<file path="config.mk">
export PLATFORM = sky130hd
export DESIGN_NAME = sci_top
export DESIGN_NICKNAME = d
export VERILOG_FILES = /design/src/sci_pkg.sv /design/src/sci_top.sv
export SDC_FILE = /design/constraint.sdc
export NUM_CORES = 1
export LEC_CHECK = 0
export BUFFER_PORTS_ARGS = -buffer_cell sky130_fd_sc_hd__buf_2
export CAP_MARGIN = 20
export CELL_PAD_IN_SITES_DETAIL_PLACEMENT = 1
export CELL_PAD_IN_SITES_GLOBAL_PLACEMENT = 2
export CORE_ASPECT_RATIO = 1.5
export CORE_MARGIN = 2
export CORE_UTILIZATION = 35
export DETAILED_ROUTE_END_ITERATION = 10
export PLACE_DENSITY = 0.78
export SYNTH_ARGS = -nofsm -noshare
export SYNTH_HDL_FRONTEND = slang
export SYNTH_SLANG_ARGS = --single-unit
</file>
<file path="constraint.sdc">
create_clock -name clk -period 15.95 [get_ports clk]
set_clock_uncertainty 0.05 [all_clocks]
set_input_delay 3.19 -clock clk [delete_from_list [all_inputs] [get_ports clk]]
set_output_delay 3.19 -clock clk [all_outputs]
set_load 0.02 [all_outputs]
</file>
<file path="src/sci_pkg.sv">
package sci_pkg;

  // setup bytes, in order of transfer
  typedef struct packed {
    logic [7:0] address;
    logic [7:0] comm;
    logic [7:0] options;
    logic [7:0] word_len;
  } sci_setup_t;

  // one-hot parser states
  typedef enum logic [5:0] {
    ST_PROMPT = 6'b000001,
    ST_ADDR   = 6'b000010,
    ST_BODY   = 6'b000100,
    ST_SKIP   = 6'b001000,
    ST_EVAL   = 6'b010000,
    ST_RESP   = 6'b100000
  } sci_state_t;

  typedef enum logic [2:0] {
    ERR_NONE   = 3'h0,
    ERR_SYNTAX = 3'h1,
    ERR_ADDR   = 3'h2,
    ERR_CMD    = 3'h3,
    ERR_PAR    = 3'h4,
    ERR_WP     = 3'h5
  } sci_err_t;

  // characters
  localparam logic [7:0] CH_NUL = 8'h00;
  localparam logic [7:0] CH_LF = 8'h0A;
  localparam logic [7:0] CH_CR = 8'h0D;
  localparam logic [7:0] CH_SPACE = 8'h20;
  localparam logic [7:0] CH_HASH = 8'h23;
  localparam logic [7:0] CH_DOLLAR = 8'h24;
  localparam logic [7:0] CH_STAR = 8'h2A;
  localparam logic [7:0] CH_QUEST = 8'h3F;
  localparam logic [7:0] CH_0 = 8'h30;
  localparam logic [7:0] CH_9 = 8'h39;
  localparam logic [7:0] CH_A = 8'h41;
  localparam logic [7:0] CH_F = 8'h46;
  localparam logic [7:0] HEX_LETTER_OFS = 8'h37;
  localparam logic [7:0] CH_C = 8'h43;
  localparam logic [7:0] CH_E = 8'h45;
  localparam logic [7:0] CH_P = 8'h50;
  localparam logic [7:0] CH_R = 8'h52;
  localparam logic [7:0] CH_S = 8'h53;
  localparam logic [7:0] CH_U = 8'h55;
  localparam logic [7:0] CH_W = 8'h57;

  // field positions
  localparam int ADDR_MSB_BIT = 7;
  localparam int LF_BIT = 7;
  localparam int PAR_ODD_BIT = 6;
  localparam int PAR_EN_BIT = 5;
  localparam int BAUD_LSB = 0;
  localparam int BAUD_MSB = 2;
  localparam int PARITY_BIT = 7;

  // command buffer and operand
  localparam int BUF_DEPTH = 10;
  localparam logic [3:0] SU_LEN = 4'hA;
  localparam logic [3:0] LEN_TWO = 4'h2;
  localparam logic [3:0] LEN_THREE = 4'h3;
  localparam logic [3:0] BODY_MAX = 4'h9;
  localparam logic [31:0] SETUP_RESET = 32'h31070102;

endpackage

</file>
<file path="src/sci_top.sv">
`timescale 1ns/1ps
module sci_top (
  input wire logic clk,
  input wire logic rst_b,
  input wire logic rx_valid,
  input wire logic [7:0] rx_data,
  input wire logic tx_ready,
  output logic tx_valid,
  output logic [7:0] tx_data,
  input wire sci_pkg::sci_setup_t nv_rdata,
  output logic nv_we,
  output sci_pkg::sci_setup_t nv_wdata,
  output logic [2:0] baud_sel,
  output logic write_enabled,
  output logic restart_pulse,
  output logic [7:0] resp_sum
);
  import sci_pkg::*;

  sci_state_t state_reg;
  sci_setup_t setup_reg;
  logic [7:0] addr_active_reg;
  logic lf_active_reg;
  logic par_en_reg;
  logic par_odd_reg;
  logic [2:0] baud_reg;
  logic unlock_reg;
  logic [7:0] cmd_buf [0:BUF_DEPTH-1];
  logic [3:0] cnt_reg;
  logic ovf_reg;
  logic perr_reg;
  sci_err_t err_reg;
  logic [7:0] body_buf [0:8];
  logic [3:0] body_len_reg;
  logic [3:0] tx_idx_reg;
  logic tx_valid_reg;
  logic [7:0] tx_data_reg;
  logic nv_we_reg;
  logic restart_reg;
  logic [7:0] sum_reg;

  logic [7:0] ch;
  logic rx_perr;
  logic is_we;
  logic is_su;
  logic is_rsu;
  logic is_rr;
  logic hex_ok;
  sci_setup_t new_setup;
  logic addr_bad;
  sci_err_t err_next;
  logic [3:0] tx_total;
  logic [7:0] next_char;
  logic tx_free;

  function automatic logic is_hex(input logic [7:0] c);
    return (c >= CH_0 && c <= CH_9) || (c >= CH_A && c <= CH_F);
  endfunction

  function automatic logic [3:0] hex_val(input logic [7:0] c);
    logic [7:0] v;
    v = (c <= CH_9) ? c - CH_0 : c - HEX_LETTER_OFS;
    return v[3:0];
  endfunction

  function automatic logic [7:0] to_hex(input logic [3:0] n);
    return (n < 4'hA) ? CH_0 + {4'h0, n} : HEX_LETTER_OFS + {4'h0, n};
  endfunction

  // received character stripped of its parity bit, and its parity check
  assign ch = {1'b0, rx_data[6:0]};
  assign rx_perr = par_en_reg && ((^rx_data) != par_odd_reg);

  // command decode over the collected body
  always_comb begin
    is_we = cnt_reg == LEN_TWO && cmd_buf[0] == CH_W && cmd_buf[1] == CH_E;
    is_su = cnt_reg >= LEN_TWO && cmd_buf[0] == CH_S && cmd_buf[1] == CH_U;
    is_rsu = cmd_buf[0] == CH_R && cmd_buf[1] == CH_S
      && (cnt_reg == LEN_TWO || (cnt_reg == LEN_THREE && cmd_buf[2] == CH_U));
    is_rr = cnt_reg == LEN_TWO && cmd_buf[0] == CH_R && cmd_buf[1] == CH_R;
    hex_ok = (cnt_reg == SU_LEN) && !ovf_reg;
    for (int i = 2; i < BUF_DEPTH; i++) begin
      if (!is_hex(cmd_buf[i])) begin
        hex_ok = 1'b0;
      end
    end
  end

  // operand to setup bytes, high nibble first, byte one first
  always_comb begin
    new_setup = setup_reg;
    new_setup = {hex_val(cmd_buf[2]), hex_val(cmd_buf[3]), hex_val(cmd_buf[4]), hex_val(cmd_buf[5]),
                 hex_val(cmd_buf[6]), hex_val(cmd_buf[7]), hex_val(cmd_buf[8]), hex_val(cmd_buf[9])};
    addr_bad = new_setup.address[ADDR_MSB_BIT]
      || new_setup.address == CH_NUL || new_setup.address == CH_CR
      || new_setup.address == CH_DOLLAR || new_setup.address == CH_HASH;
  end

  // error priority: parity, unknown, write protect, syntax, address
  always_comb begin
    err_next = ERR_NONE;
    if (perr_reg) begin
      err_next = ERR_PAR;
    end else if (!(is_we || is_su || is_rsu || is_rr)) begin
      err_next = ERR_CMD;
    end else if ((is_su || is_rr) && !unlock_reg) begin
      err_next = ERR_WP;
    end else if (is_su && !hex_ok) begin
      err_next = ERR_SYNTAX;
    end else if (is_su && addr_bad) begin
      err_next = ERR_ADDR;
    end
  end

  // response framing: optional linefeed, body, carriage return, optional linefeed
  always_comb begin
    tx_total = body_len_reg + (lf_active_reg ? 4'h3 : 4'h1);
    next_char = CH_CR;
    if (lf_active_reg) begin
      if (tx_idx_reg == 4'h0 || tx_idx_reg == body_len_reg + 4'h2) begin
        next_char = CH_LF;
      end else if (tx_idx_reg <= body_len_reg) begin
        next_char = body_buf[tx_idx_reg - 4'h1];
      end
    end else if (tx_idx_reg < body_len_reg) begin
      next_char = body_buf[tx_idx_reg];
    end
  end

  assign tx_free = !tx_valid_reg || tx_ready;

  // parser state machine
  always_ff @(posedge clk) begin
    if (!rst_b) begin
      state_reg <= ST_PROMPT;
    end else begin
      case (state_reg)
        ST_PROMPT: if (rx_valid && (ch == CH_DOLLAR || ch == CH_HASH)) state_reg <= ST_ADDR;
        ST_ADDR: if (rx_valid) state_reg <= (ch == addr_active_reg) ? ST_BODY : ST_SKIP;
        ST_BODY: if (rx_valid && ch == CH_CR) state_reg <= ST_EVAL;
        ST_SKIP: if (rx_valid && ch == CH_CR) state_reg <= ST_PROMPT;
        ST_EVAL: state_reg <= ST_RESP;
        ST_RESP: if (tx_free && tx_idx_reg == tx_total) state_reg <= ST_PROMPT;
        default: state_reg <= ST_PROMPT;
      endcase
    end
  end

  // body collection and parity tracking
  always_ff @(posedge clk) begin
    if (!rst_b) begin
      cnt_reg <= 4'h0;
      ovf_reg <= 1'b0;
      perr_reg <= 1'b0;
    end else if (rx_valid && state_reg == ST_PROMPT) begin
      cnt_reg <= 4'h0;
      ovf_reg <= 1'b0;
      perr_reg <= rx_perr;
    end else if (rx_valid && (state_reg == ST_ADDR || state_reg == ST_BODY)) begin
      perr_reg <= perr_reg | rx_perr;
      if (state_reg == ST_BODY && ch != CH_CR) begin
        if (cnt_reg <= BODY_MAX) begin
          cnt_reg <= cnt_reg + 4'h1;
        end else begin
          ovf_reg <= 1'b1;
        end
      end
    end
  end

  // command buffer entries
  for (genvar gi = 0; gi < BUF_DEPTH; gi++) begin : g_buf
    always_ff @(posedge clk) begin
      if (!rst_b) begin
        cmd_buf[gi] <= CH_NUL;
      end else if (rx_valid && state_reg == ST_BODY && ch != CH_CR && cnt_reg == 4'(gi)) begin
        cmd_buf[gi] <= ch;
      end
    end
  end

  // stored setup, commit only after full validation
  always_ff @(posedge clk) begin
    if (!rst_b) begin
      setup_reg <= nv_rdata;
      nv_we_reg <= 1'b0;
    end else begin
      nv_we_reg <= 1'b0;
      if (state_reg == ST_EVAL && is_su && err_next == ERR_NONE) begin
        setup_reg <= new_setup;
        nv_we_reg <= 1'b1;
      end
    end
  end

  // write-unlock state
  always_ff @(posedge clk) begin
    if (!rst_b) begin
      unlock_reg <= 1'b0;
    end else if (state_reg == ST_EVAL) begin
      if (err_next == ERR_NONE) begin
        unlock_reg <= is_we;
      end
    end
  end

  // error code and response body
  always_ff @(posedge clk) begin
    if (!rst_b) begin
      err_reg <= ERR_NONE;
      body_len_reg <= 4'h0;
      for (int i = 0; i < 9; i++) begin
        body_buf[i] <= CH_NUL;
      end
    end else if (state_reg == ST_EVAL) begin
      err_reg <= err_next;
      body_buf[0] <= CH_STAR;
      body_len_reg <= 4'h1;
      if (err_next != ERR_NONE) begin
        body_buf[0] <= CH_QUEST;
        body_buf[1] <= addr_active_reg;
        body_buf[2] <= CH_SPACE;
        body_len_reg <= 4'h4;
        case (err_next)
          ERR_SYNTAX: body_buf[3] <= CH_S;
          ERR_ADDR: body_buf[3] <= CH_A;
          ERR_CMD: body_buf[3] <= CH_C;
          ERR_PAR: body_buf[3] <= CH_P;
          ERR_WP: body_buf[3] <= CH_W;
          default: body_buf[3] <= CH_QUEST;
        endcase
      end else if (is_rsu) begin
        body_len_reg <= 4'h9;
        for (int i = 0; i < 8; i++) begin
          body_buf[i + 1] <= to_hex(setup_reg[31 - 4 * i -: 4]);
        end
      end
    end
  end

  // transmitter handshake, parity on the active setting
  always_ff @(posedge clk) begin
    if (!rst_b) begin
      tx_valid_reg <= 1'b0;
      tx_data_reg <= CH_NUL;
      tx_idx_reg <= 4'h0;
    end else if (state_reg == ST_EVAL) begin
      tx_idx_reg <= 4'h0;
    end else if (state_reg == ST_RESP && tx_free) begin
      if (tx_idx_reg < tx_total) begin
        tx_valid_reg <= 1'b1;
        tx_data_reg <= {par_en_reg & ((^next_char[6:0]) ^ par_odd_reg), next_char[6:0]};
        tx_idx_reg <= tx_idx_reg + 4'h1;
      end else begin
        tx_valid_reg <= 1'b0;
      end
    end
  end

  // running response sum, linefeeds excluded
  always_ff @(posedge clk) begin
    if (!rst_b || state_reg == ST_EVAL) begin
      sum_reg <= 8'h00;
    end else if (tx_valid_reg && tx_ready && tx_data_reg[6:0] != CH_LF[6:0]) begin
      sum_reg <= sum_reg + {1'b0, tx_data_reg[6:0]};
    end
  end

  // live settings, swapped in only after the reply is out
  always_ff @(posedge clk) begin
    if (!rst_b) begin
      addr_active_reg <= nv_rdata.address;
      lf_active_reg <= nv_rdata.comm[LF_BIT];
      par_en_reg <= nv_rdata.comm[PAR_EN_BIT];
      par_odd_reg <= nv_rdata.comm[PAR_ODD_BIT];
    end else if (state_reg == ST_RESP && tx_free && tx_idx_reg == tx_total) begin
      addr_active_reg <= setup_reg.address;
      lf_active_reg <= setup_reg.comm[LF_BIT];
      par_en_reg <= setup_reg.comm[PAR_EN_BIT];
      par_odd_reg <= setup_reg.comm[PAR_ODD_BIT];
    end
  end

  // baud selection follows only reset or remote restart
  always_ff @(posedge clk) begin
    if (!rst_b) begin
      baud_reg <= nv_rdata.comm[BAUD_MSB:BAUD_LSB];
      restart_reg <= 1'b0;
    end else begin
      restart_reg <= 1'b0;
      if (state_reg == ST_EVAL && is_rr && err_next == ERR_NONE) begin
        baud_reg <= setup_reg.comm[BAUD_MSB:BAUD_LSB];
        restart_reg <= 1'b1;
      end
    end
  end

  assign tx_valid = tx_valid_reg;
  assign tx_data = tx_data_reg;
  assign nv_we = nv_we_reg;
  assign nv_wdata = setup_reg;
  assign baud_sel = baud_reg;
  assign write_enabled = unlock_reg;
  assign restart_pulse = restart_reg;
  assign resp_sum = sum_reg;

  a_locked_su_refused: assert property (@(posedge clk) disable iff (!rst_b)
    state_reg == ST_EVAL && is_su && !unlock_reg && !perr_reg |=> err_reg == ERR_WP && !nv_we_reg)
    else $error("setup-write accepted while locked");
  a_unlock_cleared: assert property (@(posedge clk) disable iff (!rst_b)
    nv_we_reg |-> !unlock_reg)
    else $error("unlock survived a completed write");
  a_unlock_kept: assert property (@(posedge clk) disable iff (!rst_b)
    state_reg == ST_EVAL && unlock_reg && err_next != ERR_NONE |=> unlock_reg)
    else $error("unlock lost on error");
  a_operand_stored: assert property (@(posedge clk) disable iff (!rst_b)
    state_reg == ST_EVAL && is_su && err_next == ERR_NONE |=> setup_reg == $past(new_setup) && nv_we_reg)
    else $error("operand not stored");
  a_bad_addr_kept: assert property (@(posedge clk) disable iff (!rst_b)
    state_reg == ST_EVAL && is_su && unlock_reg && hex_ok && !perr_reg && addr_bad
    |=> err_reg == ERR_ADDR && $stable(setup_reg))
    else $error("illegal address stored");
  a_no_lf_off: assert property (@(posedge clk) disable iff (!rst_b)
    tx_valid_reg && !lf_active_reg |-> tx_data_reg[6:0] != CH_LF[6:0])
    else $error("linefeed sent while disabled");
  a_tx_parity: assert property (@(posedge clk) disable iff (!rst_b)
    tx_valid_reg |-> tx_data_reg[PARITY_BIT] == (par_en_reg & ((^tx_data_reg[6:0]) ^ par_odd_reg)))
    else $error("transmit parity wrong");
  a_parity_reply: assert property (@(posedge clk) disable iff (!rst_b)
    state_reg == ST_EVAL && perr_reg |=> err_reg == ERR_PAR && !nv_we_reg && !restart_reg)
    else $error("parity error not reported");
  a_settings_hold: assert property (@(posedge clk) disable iff (!rst_b)
    state_reg == ST_RESP && tx_valid_reg && tx_idx_reg != tx_total
    |=> $stable(par_en_reg) && $stable(par_odd_reg) && $stable(lf_active_reg) && $stable(addr_active_reg))
    else $error("settings changed mid reply");
  a_sum_skips_lf: assert property (@(posedge clk) disable iff (!rst_b)
    state_reg == ST_RESP && tx_valid_reg && tx_ready && tx_data_reg[6:0] == CH_LF[6:0] |=> $stable(sum_reg))
    else $error("linefeed counted in sum");

endmodule // sci_top

</file>
# Word level (Yosys, flattened, before mapping)
# Memory sizes are Yosys's and may differ from the RTL's. A register that Yosys moved wholly into a read port is not among the register bits.
# Index checks and enable logic that the tools add are counted.
[totals]
ff_bits = 86
latch_bits = 0
ramBits = 142
romBits = 0
in_bits = 44
elab_cells = 453
memories = 2
[classes]
addsub = 38
mul = 0
div = 0
magnitude_cmp = 45
eq_ne = 49
shifts = 0
mux = 163
n_bitwise = 34
reduce_logical = 101
[memory_table]
columns = ["memory", "words", "word_bits", "rd", "rd_ports_with_merged_regs", "write_ports", "line", "source"]
rows = [
  ["body_buf", 9, 8, 2, 1, 9, "sci_top.sv:33", "logic [7:0] body_buf [0:8];"],
  ["cmd_buf", 10, 7, 10, 0, 10, "sci_top.sv:28", "logic [7:0] cmd_buf [0:BUF_DEPTH-1];"],
]
[op_table]
columns = ["op", "n"]
rows = [
  ["two-way mux 8 bit", 20],
  ["two-way mux 7 bit", 22],
  ["adder 6 x 4 -> 7 bit, first input constant", 16],
  ["two-way mux 1 bit", 92],
  ["== test 8 x 7 -> 1 bit, second input constant", 8],
  [">= comparator 8 x 6 -> 1 bit, second input constant", 8],
  [">= comparator 8 x 7 -> 1 bit, second input constant", 8],
  ["<= comparator 8 x 6 -> 1 bit, second input constant", 8],
  ["<= comparator 8 x 7 -> 1 bit, second input constant", 8],
  ["two-way mux 32 bit", 2],
  ["logical AND 1 bit", 56],
  ["two-way mux 4 bit", 13],
  ["case mux 6 bit (6 select lines)", 1],
  ["subtractor 4 x 1 -> 4 bit, second input constant", 9],
  ["< comparator 4 bit, second input constant", 8],
  ["subtractor 4 x 3 -> 4 bit, second input constant", 8],
  ["two-way mux 6 bit", 5],
  ["OR 1 bit", 29],
  ["logical OR 1 bit", 22],
  ["== test 4 x 3 -> 1 bit, second input constant", 4],
  ["== test 8 x 6 -> 1 bit, second input constant", 2],
  ["two-way mux 3 bit", 5],
  ["== test 7 x 6 -> 1 bit, second input constant", 2],
  ["!= test 7 x 4 -> 1 bit, second input constant", 2],
  ["44 further kinds", 72],
]

# Logic depth before layout (Yosys ltp)
# Gate-level depths: netlist of the first run.
# An unclocked memory read counts as a cell.
[depth]
ltp_word = 31
mapped_depth = 15
mapped_depth_nobuf = 11

# Worst setup path before layout of the first run
# OpenSTA, ideal clock, no wires.
[synth_timing]
path_kind = "input to register"
from = "in rst_b"
to = "mem body_buf[1][0], enable pin"
t_arrival_ps = 5485
setup_slack_ps = 10027
cell_stages = 6
n_path_buf = 2
path_cell_list = "clkbuf_1 -> nand2_1 -> or4_1 -> buf_2 -> nand2_1 -> o21bai_1"
[synth_rtl]
columns = ["item", "line", "source"]
rows = [
  ["from (decl)", "sci_top.sv:4", "input wire logic rst_b,"],
  ["to (decl)", "sci_top.sv:33", ""],
]

==> results.txt, run 1 <==
Global routing consumed, over all layers together, 19.0% of the routing resources. After global routing the overflow that remains totals 0. The mean number of vias per cell is 5.33. The net total in the final layout is 1337. The share of the Yosys chip area taken by registers is 48.3%.

The launch instance of the worst min-delay path is ovf_reg$_SDFFE_PP0P_. The number of global-route vias before repair came out at 9622. The number of detailed-routing iterations run before antenna repair is 5. The mapped netlist covers 12600 sq um. The switching share of total power came out at 24.7%. The share of post-route cells with drive strength above 1 is 16.9%. The proportion of register bits with asynchronous set or reset after synthesis came out at 0%. The layout-stage area growth over the synthesis result is 14.1%. The maximum fanout count along the critical path came out at 24. Counting flops with a built-in enable in the synthesized netlist gives 174. The register bank with the most flops is cmd_buf. The signal on the critical path passes through buf_2 > inv_1 > ha_1 > nand4_1 > and3_1 > nand2_1 > o21ai_0. The slowest cell on the critical path is sky130_fd_sc_hd__o21ai_0. The part of the cycle the worst path needs is 35.4%. TritonCTS built the clock tree.

The final setup violation count is 0. In this run the number of H-tree levels came out at 1. Once placement completed, the tool counted placed cells totaling 1678.

The end of the worst hold path is ovf_reg$_SDFFE_PP0P_. Combinational cells account for 9.3% of the total power. The logic depth of the worst register-to-register path came out at 11.

The initial cell density of the core is 35.3%. The placed cell area is 13500 sq um. In this run, the number of DRC markers left after iteration 0 of detailed routing was 380.

The maximum operating frequency is 0.177 GHz. The post-detailed-route wirelength per cell is 20.8 microns. The internal cell power is 1.04 mW. The final worst hold slack is 0.434 ns.

Adding up every negative setup slack in the final design gives 0 ns. In this run the critical register-to-register path is captured at body_buf[3][5]$_SDFFCE_PN0P_. The initial antenna violation count is 0. Measured against its own limit, the worst slew margin works out to 30.0%. Overall power consumption after layout is estimated at 1.38 mW. The antenna diode instance count is 0. The Yosys warning count came out at 0.

The standard-cell row count came out at 85. Clock latency on the worst-skew pair, taken at its later pin, is 0.54 ns. The filler cell count in the final layout is 4004. The synthesized net count came out at 1259. The reported leakage power came out at 5.36 nW. The worst setup slack after placement came out at 9.71 ns.

STA classifies the critical path endpoint as a register. The time the final worst path needs with I/O delays and setup is 5.64 ns. In this run the worst hold path is classified as register to register. The data required time of the worst path is 16.06 ns. The total number of vias is 9186. In this run the remaining antenna-violating nets after routing total 0.

The portion of total power attributed to sequential cells is 48.4%. The count of final hold-check violations came out at 0. The critical path data arrival time is 5.75 ns. In the routed design, unresolved DRC markers number 0. By startpoint and endpoint, the worst setup path is classified as input pin to register. The total area inside the core boundary comes to 35700 sq um. The tool flagged a number of max-cap violations equal to 0. The count of cells resized by post-cts repair is 0.

The largest single stage delay on the critical path is 0.90 ns. The post-CTS repair timing setup buffer count came out at 0. The run finished with clean final reports. The total count of max-transition violations in the final report came out at 0.

The sum of routed wire length over all layers came out at 35.9 mm. The number of non-filler instances in the completed layout is 1725. The power spent charging and discharging nets is 340 uW. The TritonCTS sink count is 217. Cells fill 40.3% of the core in the end.

The CTS buffer count came out at 24. The die outline area is 37600 sq um. Setup slack closes at 10.31 ns. The count of unique library cells instantiated by Yosys is 78. The proportion of power drawn by the clock network is 42.2%. The total power divided by cell area is 95.9 nW/um^2. The count of port buffers added during placement is 98. The clock transition at the registers of the reported paths is 0.07 ns. The worst-case IR drop observed on VDD is 0.0693 mV. The worst hold path cell count came out at 2. After routing the design area is 14400 sq um. The estimated wirelength of the detail-placed design is 28.1 mm. The horizontal die dimension is 159 microns.

The wire length of the first global-routing pass came out at 55.2 mm. After synthesis, the mean cell area works out to 10.9 sq um. The setup slack of the most critical reg-to-reg path is 11.91 ns. The cell count after synthesis came out at 1152. Setup repair after global routing left no endpoint under its margin. The number of buffers inserted for hold repair after clock tree synthesis is 0.

The pin count of the biggest net entering global routing is 99. The root buffer cell chosen for the clock tree is sky130_fd_sc_hd__clkbuf_16. The origin of the critical flop-to-flop path is cmd_buf[2][0]$_SDFFCE_PN0P_.

The number of buffers on the longest clock path came out at 3. The vertical die dimension is 236 microns. The worst setup path is launched from an input pin.

The transition time at the pin with the least slew margin is 1.05 ns. The flip-flop count of the largest register, all copies and words added is 70. The I/O pin count is 99. At the end of routability-driven placement, the weighted congestion stood at 0.843. In the synthesized netlist the dominant register cell turns out to be sky130_fd_sc_hd__edfxtp_1. The synthesis-stage register bit count came out at 217.
## logic make-up after synthesis
| logic type | count (synthesis) | share of synthesized area (%) |
|---|---|---|
| AND/OR/NAND/NOR | 395 | 16.4 |
| AO/OA/AOI/OAI | 210 | 10.8 |
| XOR/XNOR | 65 | 4.64 |
| buffers and inverters | 117 | 3.80 |
| multiplexers | 84 | 9.65 |
| flip-flops | 217 | 48.3 |
| adder cells (fa/ha/maj) | 64 | 6.39 |
## power groups by stage
stage	clock, mW	sequential (mW)	combinational, mW
after global routing	0.614	0.671	0.142
after floorplan	0	0.673	0.0817
after CTS	0.592	0.669	0.129
after global placement	0	0.680	0.125
final	0.582	0.668	0.129
after detailed placement	0	0.681	0.128
## layer usage
metal	vias up	track usage (%)	part of all wire (%)
met5	-	0	0
met4	0	8.48	4.2
met3	66	2.02	2.9
met2	165	38.0	57
met1	4552	19.5	36
li1	4403	-	-
## worst max-delay path by stage
stage                from                            to
6_report       rx_data[4]   cmd_buf[4][0]$_SDFFCE_PN0P_
5_1_grt        rx_data[1]   cmd_buf[0][5]$_SDFFCE_PN0P_
4_1_cts             rst_b  body_buf[1][5]$_SDFFCE_PN0P_
3_5_place_dp        rst_b  body_buf[2][4]$_SDFFCE_PN0P_
3_3_place_gp        rst_b  body_buf[2][1]$_SDFFCE_PN0P_
2_1_floorplan       rst_b  body_buf[1][0]$_SDFFCE_PN0P_
## layout by cell type (no fill, tap or decap), types with 20 or more instances in the layout
master and count:
sky130_fd_sc_hd__a21oi_1 71, sky130_fd_sc_hd__buf_2 97, sky130_fd_sc_hd__clkbuf_16 25, sky130_fd_sc_hd__dfxtp_1 43, sky130_fd_sc_hd__edfxtp_1 174, sky130_fd_sc_hd__ha_1 62
sky130_fd_sc_hd__inv_1 59, sky130_fd_sc_hd__mux2_2 22, sky130_fd_sc_hd__mux2i_1 36, sky130_fd_sc_hd__mux4_2 20, sky130_fd_sc_hd__nand2_1 81, sky130_fd_sc_hd__nor2_1 84
sky130_fd_sc_hd__nor2b_1 21, sky130_fd_sc_hd__nor3_1 85, sky130_fd_sc_hd__o21ai_0 36, sky130_fd_sc_hd__xnor2_1 48
## critical path: cells and delay by family
| kind | cells | cell delay [ns] |
|---|---|---|
| and+or+nand+nor | 3 | 1.02 |
| AOI/OAI and AO/OA | 1 | 0.90 |
| buffers and inverters | 2 | 0.33 |
| adders and majority gates | 1 | 0.30 |
## layout make-up
| class | instances | area (sq um) | area share [%] |
|---|---|---|---|
| timing repair buffer | 110 | 603 | 4.19 |
| sequential | 217 | 6090 | 42.3 |
| clock inverter | 16 | 195 | 1.36 |
| clock buffer | 27 | 633 | 4.40 |
| multi-input combinational | 818 | 6050 | 42.0 |
| tap | 478 | 598 | 4.16 |
| inverter | 59 | 221 | 1.54 |
## cells in the mapped netlist, types with 14 or more instances
library cell,number,area (sq um)
sky130_fd_sc_hd__nand2_1,81,304
sky130_fd_sc_hd__nand2b_1,17,106
sky130_fd_sc_hd__dfxtp_1,43,861
sky130_fd_sc_hd__clkbuf_1,44,165
sky130_fd_sc_hd__mux2i_1,36,360
sky130_fd_sc_hd__o21ai_0,38,190
sky130_fd_sc_hd__xor2_1,15,131
sky130_fd_sc_hd__a211oi_1,19,143
sky130_fd_sc_hd__nor2_1,84,315
sky130_fd_sc_hd__mux2_2,22,248
sky130_fd_sc_hd__mux4_2,20,450
sky130_fd_sc_hd__nor3_1,85,425
sky130_fd_sc_hd__ha_1,62,776
sky130_fd_sc_hd__inv_1,59,221
sky130_fd_sc_hd__nor2b_1,21,131
sky130_fd_sc_hd__a21oi_1,71,355
sky130_fd_sc_hd__edfxtp_1,174,5230
sky130_fd_sc_hd__and3_1,14,87.6
sky130_fd_sc_hd__xnor2_1,48,420
Note: power is estimated with default switching activity, not from simulation.
==> run 2, diff against run 1 <==
Settings changed: PLACE_DENSITY 0.78 to 0.81.
Clock period 15.95 ns to 4.5 ns, I/O delays scaled along.
==> run 2 against run 1 <==
Effect of this change: die area is the same; first-iteration DRC count is 12% lower; global-route usage shrank 0.15 points; setup slack worse by 9.4 ns; hold slack worse by 0.00056 ns; utilization about the same; final cell count is 0.46% higher; power grew to 3.5 times the previous value; critical path depth grew 4; register-to-register slack worse by 11 ns; combinational power rose to 3.5 times the previous value.
==> results.txt, run 2 (synthesized netlist as in run 1, its figures left out) <==
The share of post-route cells with drive strength above 1 came out at 17.5% (+0.53 points). The proportion of power drawn by the clock network is 41.1% (-1.1 points). The sum of routed wire length over all layers came out at 36.0 mm (+0.37%). The number of detailed-routing iterations run before antenna repair came to 4 (-1). The count of cells resized by post-cts repair came to 0 (unchanged).

The setup slack of the most critical reg-to-reg path came to 0.87 ns (-11.04 ns). The flip-flop count of the largest register, all copies and words added was 70 (unchanged). The pin count of the biggest net entering global routing came out at 63 (-36%).

The mean number of vias per cell is 5.32 (-0.15%). The critical path goes through inv_1 > ha_1 > o21bai_1 > a2111oi_0 > nor3_1 > maj3_1 > o22ai_1 > a31o_2 > a31oi_4 > and2_2 > o21bai_1. The antenna diode instance count is 0 (unchanged). The part of the total power dissipated in combinational logic is 9.5% (+0.2 points).

The core box area was 35700 sq um (unchanged). The total track usage is 18.8% (-0.15 points). The maximum operating frequency came out at 0.275 GHz. The initial antenna violation count came out at 0 (unchanged). The most common cell after layout, fill and taps aside is sky130_fd_sc_hd__edfxtp_1. The maximum fanout count along the critical path is 8 (-67%). The transition time at the pin with the least slew margin came out at 1.03 ns (-0.0220 ns).

More flip-flops sit in one register than any other, and that register is cmd_buf. The cell seen most often among critical-path stages is sky130_fd_sc_hd__o21bai_1. The slowest stage of the critical path belongs to the cell sky130_fd_sc_hd__o21bai_1. The data required time of the worst path came to 4.60 ns (-11.46 ns). The detailed-route DRC error count is 0 (unchanged). The count of port buffers added during placement was 98 (unchanged). The worst ir drop on vdd is 0.207 mV (+200%). The flow ran to the end, and the final reports show no timing, DRC or antenna violations. The final setup violation count is 0 (unchanged). The worst setup path is captured at a register. The CTS buffer count was 24 (unchanged). The total number of vias is 9215 (+0.32%).

The later-pin clock latency in the skew report was 0.53 ns (about the same). The I/O pin count is 99 (unchanged). The number of DRC markers in iteration 0 came out at 336 (-12%). The reported leakage power was 5.37 nW (+0.18%). The number of global-route vias before repair is 9627 (+0.052%).

The kind of path behind the tightest hold check is register to register. The standard-cell row count is 85 (unchanged). The number of nets with antenna violations after routing came out at 0 (unchanged). Setup repair after global routing left no endpoint under its margin. The total power divided by cell area is 332 nW/um^2 (+250%). TritonCTS built the clock tree. The horizontal die dimension came out at 159 microns (unchanged). The number of buffers on the longest clock path is 3 (unchanged).

The layout-stage area growth over the synthesis result is 14.2% (about the same). The final core area utilization is 40.3% (about the same). The master cell of the clock root buffer is sky130_fd_sc_hd__clkbuf_16. The critical path is of the register to register type. The net total in the final layout came out at 1344 (+0.52%). The post-detailed-route wirelength per cell is 20.8 microns (about the same). The worst max-slew margin expressed relative to the limit came out at 30.9% (+0.95 points). The final RePlAce weighted congestion is 0.888 (+5.4%). The time the final worst path needs with I/O delays and setup came out at 3.63 ns. The number of buffers inserted for hold repair after clock tree synthesis was 0 (unchanged).

The switching share of total power is 25.3% (+0.69 points). The critical path data arrival time is 3.73 ns (-2.02 ns). The critical path's top delay family is compound AO/OA/AOI/OAI gates. The initial cell density of the core is 35.3% (unchanged).

The sum of negative setup slack is 0 ns (unchanged). The clock transition at the registers of the reported paths is 0.07 ns (about the same). The number of max-capacitance violations reported was 0 (unchanged). The vertical die dimension came out at 236 microns (unchanged). In the layout the commonest cells are sky130_fd_sc_hd__edfxtp_1, sky130_fd_sc_hd__buf_2, sky130_fd_sc_hd__nor3_1. The count of buffering cells on the critical path with inverters included is 1 (-1). The leftover overflow at the end of global routing came out at 0 (unchanged). The wire length of the first global-routing pass came out at 54.9 mm (-0.44%). The power spent charging and discharging nets came out at 1.21 mW (+260%). The count of final hold-check violations came out at 0 (unchanged). The part of the cycle the worst path needs came out at 80.7%. The estimated wirelength of the detail-placed design is 28.4 mm (+1.1%). The startpoint type of the worst setup path is a register. The internal cell power came out at 3.57 mW (+240%). The die outline area was 37600 sq um (unchanged).

The post-CTS repair timing setup buffer count is 0 (unchanged). The deepest level of the CTS H-tree came to 1 (unchanged). The worst stage delay on the critical path came out at 0.53 ns (-0.37 ns). The TritonCTS sink count is 217 (unchanged). The portion of total power attributed to sequential cells came to 49.4% (+1.0 points). The total count of max-transition violations in the final report is 0 (unchanged).
[run 2: cell count changes in the layout (fill, tap and decap cells not counted), sizes merged]
cell / before / now
buf: 109 / 116
bufinv: 4 / 2
clkinv: 10 / 13
[run 2: worst reg2reg max path: cells and delay by family, from the launching register on]
family	cells	cell delay, ns
AOI/OAI and AO/OA	6	1.60
DFF	1	0.51
adders and majority gates	2	0.57
buffers and inverters	1	0.18
and+or+nand+nor	2	0.35
[run 2: power by group through the flow]
stage,clock network [mW],registers [mW],logic [mW]
6_report,1.96,2.36,0.453
3_5_place_dp,0,2.41,0.455
4_1_cts,2.01,2.37,0.458
2_1_floorplan,0,2.38,0.289
5_1_grt,2.07,2.37,0.498
3_3_place_gp,0,2.40,0.444
[run 2: area by class of cell]
class | count | area [sq um]
multi-input cells | 818 | 6050
flip-flops and latches | 217 | 6090
fillers | 4024 | 21300
inverters | 59 | 221
clock buffers | 27 | 633
repair buffers | 117 | 648
clock inverters | 17 | 149
well taps | 478 | 598
[run 2: final timing paths]
| kind | from | endpoint | depth (start not counted) |
|---|---|---|---|
| min | tx_data[7]$_SDFFE_PN0P_ | tx_data[7]$_SDFFE_PN0P_ | 2 |
| max | cmd_buf[3][0]$_SDFFCE_PN0P_ | body_buf[3][0]$_SDFFCE_PN0P_ | 11 |
| min reg2reg | tx_data[7]$_SDFFE_PN0P_ | tx_data[7]$_SDFFE_PN0P_ | 2 |
| max reg2reg | cmd_buf[3][0]$_SDFFCE_PN0P_ | body_buf[3][0]$_SDFFCE_PN0P_ | 11 |
[run 2: routing by layer]
| layer | part of all wire [%] | global-route usage, % | routed length (microns) |
|---|---|---|---|
| met1 | 37 | 19.5 | 13300 |
| met2 | 56 | 37.4 | 20000 |
| met3 | 3.3 | 2.16 | 1190 |
| met4 | 4.2 | 8.32 | 1510 |
| met5 | 0 | 0 | 0 |
[run 2: metrics by stage]
| step | instances | cell area, sq um | hold slack [ns] | total power, mW | setup WS, ns |
|---|---|---|---|---|---|
| 3_5_place_dp | 1688 | 13600 | 0.423 | 2.86 | 0.780 |
| 6_report | 1733 | 14400 | 0.433 | 4.78 | 0.869 |
| 5_1_grt | 1733 | 14400 | 0.453 | 4.94 | 0.482 |
| 3_3_place_gp | 1688 | 13600 | 0.409 | 2.85 | 0.934 |
| 2_1_floorplan | 1152 | 12600 | 0.380 | 2.67 | 0.357 |
| 4_1_cts | 1732 | 14400 | 0.440 | 4.83 | 0.853 |
